### src/design/ram_debug_params.svh
// offsets, field positions and codes for the internal array read-out block
`ifndef RAM_DEBUG_PARAMS_SVH
`define RAM_DEBUG_PARAMS_SVH

// ------------------------------------------------------------
// privilege
// ------------------------------------------------------------
`define TOP_PRIV        2'h3

// ------------------------------------------------------------
// select value fields
// ------------------------------------------------------------
`define SEL_ID_HI       31
`define SEL_ID_LO       24
`define SEL_WAY_HI      19
`define SEL_WAY_LO      18
`define IDX_TAG_HI      13
`define IDX_TAG_LO      6
`define IDX_DATA_HI     13
`define IDX_DATA_LO     3
`define IDX_BTB_HI      14
`define IDX_BTB_LO      4
`define IDX_GHB_HI      13
`define IDX_GHB_LO      5
`define IDX_BIM_HI      12
`define IDX_BIM_LO      4
`define IDX_TLB_HI      7
`define IDX_TLB_LO      0
`define IDX_MOP_HI      9
`define IDX_MOP_LO      0

// ------------------------------------------------------------
// ram identifiers
// ------------------------------------------------------------
`define ID_ITAG         8'h00
`define ID_IDATA        8'h01
`define ID_BTB          8'h02
`define ID_GHB          8'h03
`define ID_ITLB         8'h04
`define ID_BIM          8'h05
`define ID_MOP          8'h06

// ------------------------------------------------------------
// reset values
// ------------------------------------------------------------
`define SEL_RST         32'h0000_0000
`define WORD_RST        64'h0000_0000_0000_0000

`endif

### src/design/ram_debug_pkg.sv
// types shared by the internal array read-out block
package ram_debug_pkg;

    // ------------------------------------------------------------
    // system register operations
    // ------------------------------------------------------------
    typedef enum logic [2:0] {
        OP_SELECT = 3'b000,
        OP_RD_I0  = 3'b001,
        OP_RD_I1  = 3'b010,
        OP_RD_I2  = 3'b011,
        OP_RD_D0  = 3'b100,
        OP_RD_D1  = 3'b101,
        OP_RD_D2  = 3'b110
    } sreg_op_t;

    typedef enum logic [1:0] {
        ST_IDLE  = 2'b00,
        ST_FETCH = 2'b01
    } state_t;

    // tlb memory attribute codes, strictest device first
    typedef enum logic [2:0] {
        MA_DEV_NGNRNE = 3'b000,
        MA_DEV_NGNRE  = 3'b001,
        MA_DEV_NGRE   = 3'b010,
        MA_DEV_GRE    = 3'b011,
        MA_NONCACHE   = 3'b100,
        MA_WB_NOALLOC = 3'b101,
        MA_WB_TRANS   = 3'b110,
        MA_WB_RWALLOC = 3'b111
    } mem_attr_t;

    // ------------------------------------------------------------
    // carriers
    // ------------------------------------------------------------
    typedef struct packed {
        logic        valid;
        sreg_op_t    op;
        logic [31:0] wdata;
    } sreg_req_t;

    typedef struct packed {
        logic        done;
        logic        undef;
        logic [63:0] rdata;
    } sreg_rsp_t;

    typedef struct packed {
        logic        valid;
        logic [7:0]  id;
        logic [1:0]  way;
        logic [10:0] index;
    } ram_req_t;

    typedef struct packed {
        logic         valid;
        logic [127:0] raw;
    } ram_rsp_t;

    typedef struct packed {
        logic [63:0] w2;
        logic [63:0] w1;
        logic [63:0] w0;
    } readout_t;

endpackage : ram_debug_pkg

### src/design/ram_debug_readout.sv
// debug read-out of the core's internal instruction-side arrays
`timescale 1ns/100ps
`default_nettype none
`include "ram_debug_params.svh"

module ram_debug_readout (
    // clock and reset
    input  wire logic                     clk_i,
    input  wire logic                     sys_rst_i,
    // system register access
    input  wire logic [1:0]               priv_level_i,
    input  wire ram_debug_pkg::sreg_req_t sreg_req_i,
    output logic                          sreg_ready_o,
    output var  ram_debug_pkg::sreg_rsp_t sreg_rsp_o,
    // internal array port
    output var  ram_debug_pkg::ram_req_t  ram_req_o,
    input  wire ram_debug_pkg::ram_rsp_t  ram_rsp_i
);
    import ram_debug_pkg::*;

    // ------------------------------------------------------------
    // state
    // ------------------------------------------------------------
    state_t      state_reg;
    state_t      state_next;
    logic [31:0] sel_reg;
    logic [31:0] sel_next;
    readout_t    iword_reg;
    readout_t    iword_next;
    readout_t    dword_reg;
    readout_t    dword_next;
    sreg_rsp_t   rsp_reg;
    sreg_rsp_t   rsp_next;
    readout_t    fmt_words;

    // ------------------------------------------------------------
    // request decode
    // ------------------------------------------------------------
    wire logic       idle      = state_reg == ST_IDLE;
    wire logic       take      = sreg_req_i.valid & idle;
    wire logic       priv_ok   = priv_level_i == `TOP_PRIV;
    wire logic       legal     = take & priv_ok;
    wire logic       refuse    = take & ~priv_ok;
    wire logic       is_select = sreg_req_i.op == OP_SELECT;
    wire logic       do_select = legal & is_select;
    wire logic       do_read   = legal & ~is_select;
    wire logic [7:0] new_id    = sreg_req_i.wdata[`SEL_ID_HI:`SEL_ID_LO];
    // ids above the macro-op cache are not served here
    wire logic       new_known = new_id <= `ID_MOP;
    wire logic       start     = do_select & new_known;
    wire logic       capture   = (state_reg == ST_FETCH) & ram_rsp_i.valid;

    // ------------------------------------------------------------
    // location decode from the held select value
    // ------------------------------------------------------------
    wire logic [7:0]  sel_id   = sel_reg[`SEL_ID_HI:`SEL_ID_LO];
    wire logic        has_way  = (sel_id == `ID_ITAG) | (sel_id == `ID_IDATA);
    wire logic [1:0]  sel_way  = has_way ? sel_reg[`SEL_WAY_HI:`SEL_WAY_LO] : 2'h0;
    wire logic [10:0] idx_tag  = {3'h0, sel_reg[`IDX_TAG_HI:`IDX_TAG_LO]};
    wire logic [10:0] idx_dat  = sel_reg[`IDX_DATA_HI:`IDX_DATA_LO];
    wire logic [10:0] idx_btb  = sel_reg[`IDX_BTB_HI:`IDX_BTB_LO];
    wire logic [10:0] idx_ghb  = {2'h0, sel_reg[`IDX_GHB_HI:`IDX_GHB_LO]};
    wire logic [10:0] idx_bim  = {2'h0, sel_reg[`IDX_BIM_HI:`IDX_BIM_LO]};
    wire logic [10:0] idx_tlb  = {3'h0, sel_reg[`IDX_TLB_HI:`IDX_TLB_LO]};
    wire logic [10:0] idx_mop  = {1'h0, sel_reg[`IDX_MOP_HI:`IDX_MOP_LO]};
    wire logic [10:0] sel_idx  = (sel_id == `ID_ITAG)  ? idx_tag :
                                 (sel_id == `ID_IDATA) ? idx_dat :
                                 (sel_id == `ID_BTB)   ? idx_btb :
                                 (sel_id == `ID_GHB)   ? idx_ghb :
                                 (sel_id == `ID_BIM)   ? idx_bim :
                                 (sel_id == `ID_ITLB)  ? idx_tlb : idx_mop;

    assign ram_req_o.valid = state_reg == ST_FETCH;
    assign ram_req_o.id    = sel_id;
    assign ram_req_o.way   = sel_way;
    assign ram_req_o.index = sel_idx;

    // ------------------------------------------------------------
    // formatting of the raw entry
    // ------------------------------------------------------------
    readout_formatter u_fmt (
        .ram_id_i (sel_id),
        .raw_i    (ram_rsp_i.raw),
        .words_o  (fmt_words)
    );

    // ------------------------------------------------------------
    // read data mux
    // ------------------------------------------------------------
    wire logic [63:0] rd_word = (sreg_req_i.op == OP_RD_I0) ? iword_reg.w0 :
                                (sreg_req_i.op == OP_RD_I1) ? iword_reg.w1 :
                                (sreg_req_i.op == OP_RD_I2) ? iword_reg.w2 :
                                (sreg_req_i.op == OP_RD_D0) ? dword_reg.w0 :
                                (sreg_req_i.op == OP_RD_D1) ? dword_reg.w1 :
                                (sreg_req_i.op == OP_RD_D2) ? dword_reg.w2 : `WORD_RST;

    // ------------------------------------------------------------
    // next state
    // ------------------------------------------------------------
    always_comb begin
        state_next = state_reg;
        sel_next   = sel_reg;
        iword_next = iword_reg;
        dword_next = dword_reg;
        rsp_next   = '0;
        case (state_reg)
            ST_IDLE: begin
                if (refuse) begin
                    rsp_next.done  = 1'b1;
                    rsp_next.undef = 1'b1;
                end else if (do_read) begin
                    rsp_next.done  = 1'b1;
                    rsp_next.rdata = rd_word;
                end else if (do_select) begin
                    sel_next = sreg_req_i.wdata;
                    if (new_known) begin
                        state_next = ST_FETCH;
                    end else begin
                        // unserved ids leave nothing stale behind
                        iword_next    = '0;
                        dword_next    = '0;
                        rsp_next.done = 1'b1;
                    end
                end
            end
            ST_FETCH: begin
                if (capture) begin
                    // raw bits only, no correction on this path
                    iword_next    = fmt_words;
                    dword_next    = '0;
                    rsp_next.done = 1'b1;
                    state_next    = ST_IDLE;
                end
            end
            default: begin
                state_next = ST_IDLE;
            end
        endcase
    end

    // ------------------------------------------------------------
    // registers
    // ------------------------------------------------------------
    always_ff @(posedge clk_i or posedge sys_rst_i) begin
        if (sys_rst_i) begin
            state_reg <= ST_IDLE;
            sel_reg   <= `SEL_RST;
            iword_reg <= '0;
            dword_reg <= '0;
            rsp_reg   <= '0;
        end else begin
            state_reg <= state_next;
            sel_reg   <= sel_next;
            iword_reg <= iword_next;
            dword_reg <= dword_next;
            rsp_reg   <= rsp_next;
        end
    end

    // select of a served id retires only once the read-outs hold the new entry
    assign sreg_ready_o = idle;
    assign sreg_rsp_o   = rsp_reg;

    // ------------------------------------------------------------
    // checks
    // ------------------------------------------------------------
    property p_refuse_undef;
        @(posedge clk_i) disable iff (sys_rst_i)
        refuse |=> sreg_rsp_o.undef && sreg_rsp_o.done && sreg_rsp_o.rdata == 64'h0;
    endproperty
    a_refuse_undef: assert property (p_refuse_undef)
        else $error("refused access did not raise undefined");

    property p_refuse_no_effect;
        @(posedge clk_i) disable iff (sys_rst_i)
        refuse |=> $stable(sel_reg) && state_reg == ST_IDLE && $stable(iword_reg);
    endproperty
    a_refuse_no_effect: assert property (p_refuse_no_effect)
        else $error("access below top privilege changed state");

    property p_legal_no_undef;
        @(posedge clk_i) disable iff (sys_rst_i)
        legal |=> !sreg_rsp_o.undef;
    endproperty
    a_legal_no_undef: assert property (p_legal_no_undef)
        else $error("top privilege access flagged undefined");

    property p_read_answer;
        @(posedge clk_i) disable iff (sys_rst_i)
        do_read && sreg_req_i.op == OP_RD_I1
        |=> sreg_rsp_o.done && sreg_rsp_o.rdata == $past(iword_reg.w1);
    endproperty
    a_read_answer: assert property (p_read_answer)
        else $error("read-out word 1 answered wrongly");

    property p_select_fetch;
        @(posedge clk_i) disable iff (sys_rst_i)
        start |=> ram_req_o.valid && ram_req_o.id == $past(new_id);
    endproperty
    a_select_fetch: assert property (p_select_fetch)
        else $error("select did not fetch the named array");

    property p_tag_loc;
        @(posedge clk_i) disable iff (sys_rst_i)
        ram_req_o.valid && sel_id == `ID_ITAG
        |-> ram_req_o.way == sel_reg[19:18] && ram_req_o.index == {3'h0, sel_reg[13:6]};
    endproperty
    a_tag_loc: assert property (p_tag_loc)
        else $error("tag location decoded wrongly");

    property p_btb_loc;
        @(posedge clk_i) disable iff (sys_rst_i)
        ram_req_o.valid && sel_id == `ID_BTB
        |-> ram_req_o.way == 2'h0 && ram_req_o.index == sel_reg[14:4];
    endproperty
    a_btb_loc: assert property (p_btb_loc)
        else $error("btb location decoded wrongly");

    property p_raw_capture;
        @(posedge clk_i) disable iff (sys_rst_i)
        capture && sel_id == `ID_GHB
        |=> iword_reg.w0 == $past(ram_rsp_i.raw[63:0])
            && iword_reg.w1 == $past(ram_rsp_i.raw[127:64]) && iword_reg.w2 == 64'h0;
    endproperty
    a_raw_capture: assert property (p_raw_capture)
        else $error("history read-out altered raw data");

    property p_tlb_word1;
        @(posedge clk_i) disable iff (sys_rst_i)
        capture && sel_id == `ID_ITLB
        |=> iword_reg.w1[63:61] == 3'h0 && iword_reg.w1[60:0] == $past(ram_rsp_i.raw[124:64]);
    endproperty
    a_tlb_word1: assert property (p_tlb_word1)
        else $error("tlb word 1 packed wrongly");

    property p_hold_stable;
        @(posedge clk_i) disable iff (sys_rst_i)
        idle && !do_select |=> $stable(iword_reg) && $stable(dword_reg);
    endproperty
    a_hold_stable: assert property (p_hold_stable)
        else $error("read-outs changed without a select");

    property p_select_done;
        @(posedge clk_i) disable iff (sys_rst_i)
        capture |=> sreg_rsp_o.done ##1 (!sreg_rsp_o.done || $past(take));
    endproperty
    a_select_done: assert property (p_select_done)
        else $error("select completion not a single pulse");

    property p_dat_loc;
        @(posedge clk_i) disable iff (sys_rst_i)
        ram_req_o.valid && sel_id == `ID_IDATA
        |-> ram_req_o.way == sel_reg[19:18] && ram_req_o.index == sel_reg[13:3];
    endproperty
    a_dat_loc: assert property (p_dat_loc)
        else $error("instruction data location decoded wrongly");

    property p_tlb_loc;
        @(posedge clk_i) disable iff (sys_rst_i)
        ram_req_o.valid && sel_id == `ID_ITLB
        |-> ram_req_o.way == 2'h0 && ram_req_o.index == {3'h0, sel_reg[7:0]};
    endproperty
    a_tlb_loc: assert property (p_tlb_loc)
        else $error("tlb entry decoded wrongly");

    property p_bim_word;
        @(posedge clk_i) disable iff (sys_rst_i)
        capture && sel_id == `ID_BIM
        |=> iword_reg.w0 == {48'h0, $past(ram_rsp_i.raw[15:0])} && iword_reg.w1 == 64'h0;
    endproperty
    a_bim_word: assert property (p_bim_word)
        else $error("indirect map read-out packed wrongly");

    property p_unknown_clear;
        @(posedge clk_i) disable iff (sys_rst_i)
        do_select && !new_known
        |=> sreg_rsp_o.done && !ram_req_o.valid && iword_reg == '0 && dword_reg == '0;
    endproperty
    a_unknown_clear: assert property (p_unknown_clear)
        else $error("unserved id left stale read-outs");

    property p_fetch_hold;
        @(posedge clk_i) disable iff (sys_rst_i)
        ram_req_o.valid && !ram_rsp_i.valid
        |=> ram_req_o.valid && $stable(ram_req_o) && !sreg_ready_o;
    endproperty
    a_fetch_hold: assert property (p_fetch_hold)
        else $error("array request dropped before its answer");

endmodule : ram_debug_readout
`default_nettype wire

### src/design/readout_formatter.sv
// packs raw array contents into the three instruction-side read-out words
`timescale 1ns/100ps
`default_nettype none
`include "ram_debug_params.svh"

module readout_formatter (
    // selection and raw entry
    input  wire logic [7:0]             ram_id_i,
    input  wire logic [127:0]           raw_i,
    // packed words
    output var ram_debug_pkg::readout_t words_o
);
    import ram_debug_pkg::*;

    // ------------------------------------------------------------
    // per-array layouts, raw bits pass untouched
    // ------------------------------------------------------------
    wire logic [63:0] tag_w0  = {32'h0, raw_i[31:0]};
    wire logic [63:0] dat_w1  = {55'h0, raw_i[72], raw_i[71:64]};
    wire logic [63:0] btb_w1  = {34'h0, raw_i[93:64]};
    wire logic [63:0] ghb_w1  = raw_i[127:64];
    wire logic [63:0] bim_w0  = {48'h0, raw_i[15:0]};
    // tlb word 0 fields already sit at their read-out positions
    wire logic [63:0] tlb_w0  = raw_i[63:0];
    wire logic [63:0] tlb_w1  = {3'h0, raw_i[124:64]};
    wire logic [63:0] mop_w1  = {30'h0, raw_i[97:64]};

    wire logic is_tag  = ram_id_i == `ID_ITAG;
    wire logic is_dat  = ram_id_i == `ID_IDATA;
    wire logic is_btb  = ram_id_i == `ID_BTB;
    wire logic is_ghb  = ram_id_i == `ID_GHB;
    wire logic is_tlb  = ram_id_i == `ID_ITLB;
    wire logic is_bim  = ram_id_i == `ID_BIM;
    wire logic is_mop  = ram_id_i == `ID_MOP;
    wire logic is_wide = is_dat | is_btb | is_ghb | is_mop;

    // ------------------------------------------------------------
    // selection
    // ------------------------------------------------------------
    assign words_o.w0 = is_tag  ? tag_w0 :
                        is_bim  ? bim_w0 :
                        is_tlb  ? tlb_w0 :
                        is_wide ? raw_i[63:0] : `WORD_RST;
    assign words_o.w1 = is_dat ? dat_w1 :
                        is_btb ? btb_w1 :
                        is_ghb ? ghb_w1 :
                        is_tlb ? tlb_w1 :
                        is_mop ? mop_w1 : `WORD_RST;
    // no instruction-side array uses the third word
    assign words_o.w2 = `WORD_RST;

endmodule : readout_formatter
`default_nettype wire

### config.mk
export PLATFORM = sky130hd
export DESIGN_NAME = ram_debug_readout
export DESIGN_NICKNAME = d
export VERILOG_FILES = /design/src/design/ram_debug_pkg.sv /design/src/design/ram_debug_readout.sv /design/src/design/readout_formatter.sv
export VERILOG_INCLUDE_DIRS = /design/src /design/src/design
export SDC_FILE = /design/constraint.sdc
export NUM_CORES = 1
export LEC_CHECK = 0
export ABC_CLOCK_PERIOD_IN_PS = 13150
export BUFFER_PORTS_ARGS = -buffer_cell sky130_fd_sc_hd__buf_2
export CAP_MARGIN = 25
export CORE_MARGIN = 1
export CORE_UTILIZATION = 57
export CTS_BUF_LIST = sky130_fd_sc_hd__clkbuf_4 sky130_fd_sc_hd__clkbuf_8 sky130_fd_sc_hd__clkbuf_16
export DETAILED_ROUTE_END_ITERATION = 8
export PLACE_DENSITY = 0.89
export SYNTH_ARGS = -nofsm -noshare
export SYNTH_HDL_FRONTEND = slang
export SYNTH_HIERARCHICAL = 1
export SYNTH_SLANG_ARGS = --single-unit
### constraint.sdc
create_clock -name clk_i -period 13.15 [get_ports clk_i]
set_clock_uncertainty 0.15 [all_clocks]
set_input_delay 2.63 -clock clk_i [delete_from_list [all_inputs] [get_ports clk_i]]
set_output_delay 2.63 -clock clk_i [all_outputs]
set_load 0.05 [all_outputs]
Word-level counts from Yosys, hierarchy flattened

Index checks and enable logic that the tools add are counted.

Flip-flop bits (word level): 484
Bits of input ports: 169
Word-level logic and storage cells: 99

Magnitude comparators: 1
Equality and inequality tests: 20
Mux-type cells: 46
Bitwise operators: 14
Reductions and logical operators: 7

Operator list:

| kind                                                            | number |
|---|---|
| two-way mux 192 bit                                             | 6 |
| two-way mux 64 bit                                              | 16 |
| case mux 192 bit (2 select lines)                               | 2 |
| two-way mux 65 bit                                              | 1 |
| two-way mux 34 bit                                              | 1 |
| two-way mux 11 bit                                              | 3 |
| two-way mux 10 bit                                              | 3 |
| equality test 8 x 3 -> 1 bit (second input constant)            | 3 |
| equality test 8 x 2 -> 1 bit (second input constant)            | 2 |
| two-way mux 2 bit                                               | 6 |
| equality test 3 bit (second input constant)                     | 3 |
| equality test 8 x 1 -> 1 bit (second input constant)            | 1 |
| less-or-equal comparator 8 x 3 -> 1 bit (second input constant) | 1 |
| logical NOT 8 bit                                               | 1 |
| AND 1 bit                                                       | 6 |
| equality test 3 x 2 -> 1 bit (second input constant)            | 2 |
| two-way mux 1 bit                                               | 6 |
| inequality test 2 x 1 -> 1 bit (second input constant)          | 3 |
| inequality test 2 bit (second input constant)                   | 3 |
| AND reduction 6 bit                                             | 1 |
| AND reduction 5 bit                                             | 1 |
| inverter 1 bit                                                  | 4 |
| OR 1 bit                                                        | 4 |
| case mux 2 bit (2 select lines)                                 | 1 |
| 8 further kinds                                                 | 8 |

Logic depth before layout (Yosys ltp)

Word-level depth: 10
Depth in mapped cells: 6
Mapped depth without buffers: 4

Hierarchy

Netlist, hierarchy kept.

Modules (own cells, without submodules):

| module            | instances | cells an instance | area an instance (um^2) | sequential area each (um^2) |
|---|---|---|---|---|
| ram_debug_readout | 1         | 974               | 12100.4                 | 7106.8 |
| readout_formatter | 1         | 226               | 1501.4                  | 0.0 |

Worst setup path after synthesis

OpenSTA, ideal clock, no wires.

Path kind: flip-flop to output port
From: register sel_reg[24]
To: output port ram_req_o[7] (netlist bit)
Data arrival time: 2321 ps
Data required time: 10370 ps
Setup slack: 8049 ps
Stages on the path, launching flop included: 6
Path through: dfrtp_1 clkbuf_1 nor2b_1 nand2_1 a2bb2oi_1 o21ai_0

RTL lines:

| what                   | RTL line                 | source |
|---|---|---|
| start, declared        | ram_debug_readout.sv:26  | `logic [31:0] sel_reg;` |
| start signal, assigned | ram_debug_readout.sv:147 | `` sel_reg <= `SEL_RST; `` |
| start signal, assigned | ram_debug_readout.sv:153 | `sel_reg <= sel_next;` |
| end, declared          | ram_debug_readout.sv:16  | `output var ram_debug_pkg::ram_req_t ram_req_o,` |

==> metrics <==
status finished, final reports clean; Post-synth ARST share 100.0%; Pwr Density 220.1 mW/mm²; setup TNS 0 ns; number of global-route vias before repair 10570; DRT Pass-1 Iters 5; max reg flops about 190; setup bufs post-CTS 0; sequential area share after synthesis 52.25%; grt ovf 0; critical path class flip-flop to output port; met3 wire length 2923 µm; Internal ~2.3 mW; FP Rows 56; wire length per cell 20.59 µm; filler cell count 1716; net load switching power 1.207 mW; Primary FF master, synth dfrtp_1; Worst Path Buf+Inv 2; Achievable Freq 0.1759 GHz; largest net degree at the start of global routing ~120; setup violators final 0; Comb power frac approximately a third; Post-synth EDFFs 0; Post-Syn Area 0.01360 mm²; Sw Ratio 34.85%; clock share of power approximately 28%; met2 WL 17220 µm; DIE WIDTH 156.5 µm; most frequent cells in the layout 284 x dfrtp_1, 249 x buf_2, 192 x a22o_1, 90 x nand2_1, 86 x mux2_2; gpl congestion roughly 0.89; Slowest cell on crit path dfrtp_1; most common cell after layout, fill and taps aside dfrtp_1; Routed WL 35700 µm; synth-to-layout area growth 15.69%; DR iter-0 viols 970; first-pass GRT wire length ~56000 µm; routed vias 10430; P_leak 8.007 nW; Met1 Routed Length approximately 15000 µm; final hold vios 0; CP delay by family, top flip-flops; DP HPWL 20530 µm; CTS Root Cell clkbuf_16; clock buffer depth 3; max_cap viols 0; Core ar. between 0.02 and 0.025 mm²; CP startpoint kind flip-flop; antenna violations before repair 9; CP Data Required Time 10.37 ns; Worst-path clk slew 0.06 ns; maximum vdd drop 0.1529 mV; clock latency at the later pin of the worst-skew pair 0.55 ns; H-tree depth 1; Critical Path Fanout Max 29; Tot GR Track Use 29.03%; Worst Tran Pin Value 1.036 ns; crit path time final 5.684 ns; drt drc 0; ANT nets after route 0; crit-path cells inv_1 > and3_1 > a221oi_1 > o21ai_0 > buf_2; Gate Count Post-Synth 1200; synthesized area per cell roughly 11 µm²; sequential power share roughly 40%; nets@finish 1553; # hold bufs at CTS 0; Num CTS Buffers 30; worst hold path class flip-flop to flip-flop; boundary pin count ~260; crit path capture type output port; Slew headroom 30.95%; Synth cell types 50; Post-CTS Resized 0; part of the cycle the worst path needs between 40% and 50%; clock sink count 284; vias per inst 6.015; unrepaired setup endpoints after global routing no; WP data arrival 2.90 ns; Synth Warn # 6; Starting Density 58.12%; chip height about 160 µm; fraction of layout cells with a size suffix above 1 30.68%; Seq cells post-synth 284; CTS tree built; number of buffers added on ports 250; Final Util 67.24%; max layer used met5; fin. max-slew vios 0; die area 0.02448 mm²; Slowest Stage Delay on Critical Path between 0.9 and 1 ns
power by group through the flow:
stage                     registers, mW  logic (mW)  clock network [mW]
final                              1.38        1.11               0.970
after global routing               1.42        1.20                1.01
after CTS                          1.38        1.10               0.974
after detailed placement           1.38        1.08                   0
after global placement             1.37        1.04                   0
after floorplan                    1.32       0.920                   0
layer usage:
layer	track usage, %	vias to the layer above
li1	-	4586
met1	38.52	5210
met2	46.73	544
met3	6.065	86
met4	11.62	4
met5	0	-
cells in the mapped netlist (2+ instances only):
cell	n	area share, %
clkbuf_1	41	1.1
o211ai_1	4	0.22
inv_1	6	0.17
dfrtp_1	284	52
mux2i_1	2	0.15
nor3_1	5	0.18
a2bb2oi_1	2	0.13
a221o_1	2	0.15
buf_6	23	1.9
buf_2	36	1.3
o21ai_0	74	2.7
or3_1	2	0.092
and4_1	2	0.13
and2_1	74	3.4
and3_1	60	2.8
clkbuf_2	7	0.26
nor2_1	10	0.28
nand3_1	4	0.15
a32oi_1	2	0.13
o31a_1	4	0.26
mux2_2	86	7.1
nor2b_1	5	0.23
a22o_1	192	12
buf_4	72	4.0
a31oi_1	6	0.28
nand2_1	90	2.5
nand2b_1	2	0.092
a21oi_1	74	2.7
mux4_2	7	1.2
o221ai_1	2	0.13
cells by family (layout without fill, tap and decap cells):
kind of cell	Yosys count	after routing	share of synthesized area (%)
AO/OA/AOI/OAI	369	369	19.66
flip-flops	284	284	52.25
AND/OR/NAND/NOR	265	265	10.85
buffers and inverters	186	331	8.785
multiplexers	95	95	8.426
other	1	71	0.02757
through the flow:
step | power (mW) | setup WS, ns | instance area, µm² | hold slack, ns | cells
after global placement | 2.409 | 7.225 | 14470 | 0.3270 | 1667
after global routing | 3.623 | 7.250 | 15730 | 0.3505 | 1733
after CTS | 3.449 | 7.496 | 15650 | 0.3460 | 1724
after floorplan | 2.242 | 2.534 | 13840 | 0.3104 | 1263
final | 3.463 | 7.466 | 15740 | 0.3407 | 1734
after detailed placement | 2.461 | 7.499 | 14490 | 0.3265 | 1668
final timing paths:
path / endpoint / depth (start not counted) / start / slack (ns)
setup / recovery: ram_req_o[7] / 5 / sel_reg[26] / 7.47
hold / removal: iword_reg[58] / 1 / iword_reg[58] / 0.34
setup reg to reg: iword_reg[116] / 5 / state_reg[0] / 9.50
hold reg to reg: iword_reg[58] / 1 / iword_reg[58] / 0.34
max in group asynchronous: iword_reg[152] / 4 / sys_rst_i / 9.56
min in group asynchronous: sreg_rsp_o[35] / 2 / sys_rst_i / 2.12
worst register-to-register path: cells and delay by family, from the launching register on:
kind	cells	cell delay (ns)
AOI/OAI and AO/OA	1	0.31
and+or+nand+nor	1	0.80
buffers and inverters	3	1.85
DFF	1	0.48
final cells by class:
type	instances	area [µm²]	area share (%)
antenna	7	17.52	0.1113
clock buffer	40	887.1	5.637
clock inverter	16	267.8	1.702
inverter	6	30.03	0.1908
multi-input combinational	793	5564	35.36
sequential	284	7107	45.16
tap	319	399.1	2.536
timing repair buffer	269	1464	9.303
Note: power is estimated with default switching activity, not from simulation.
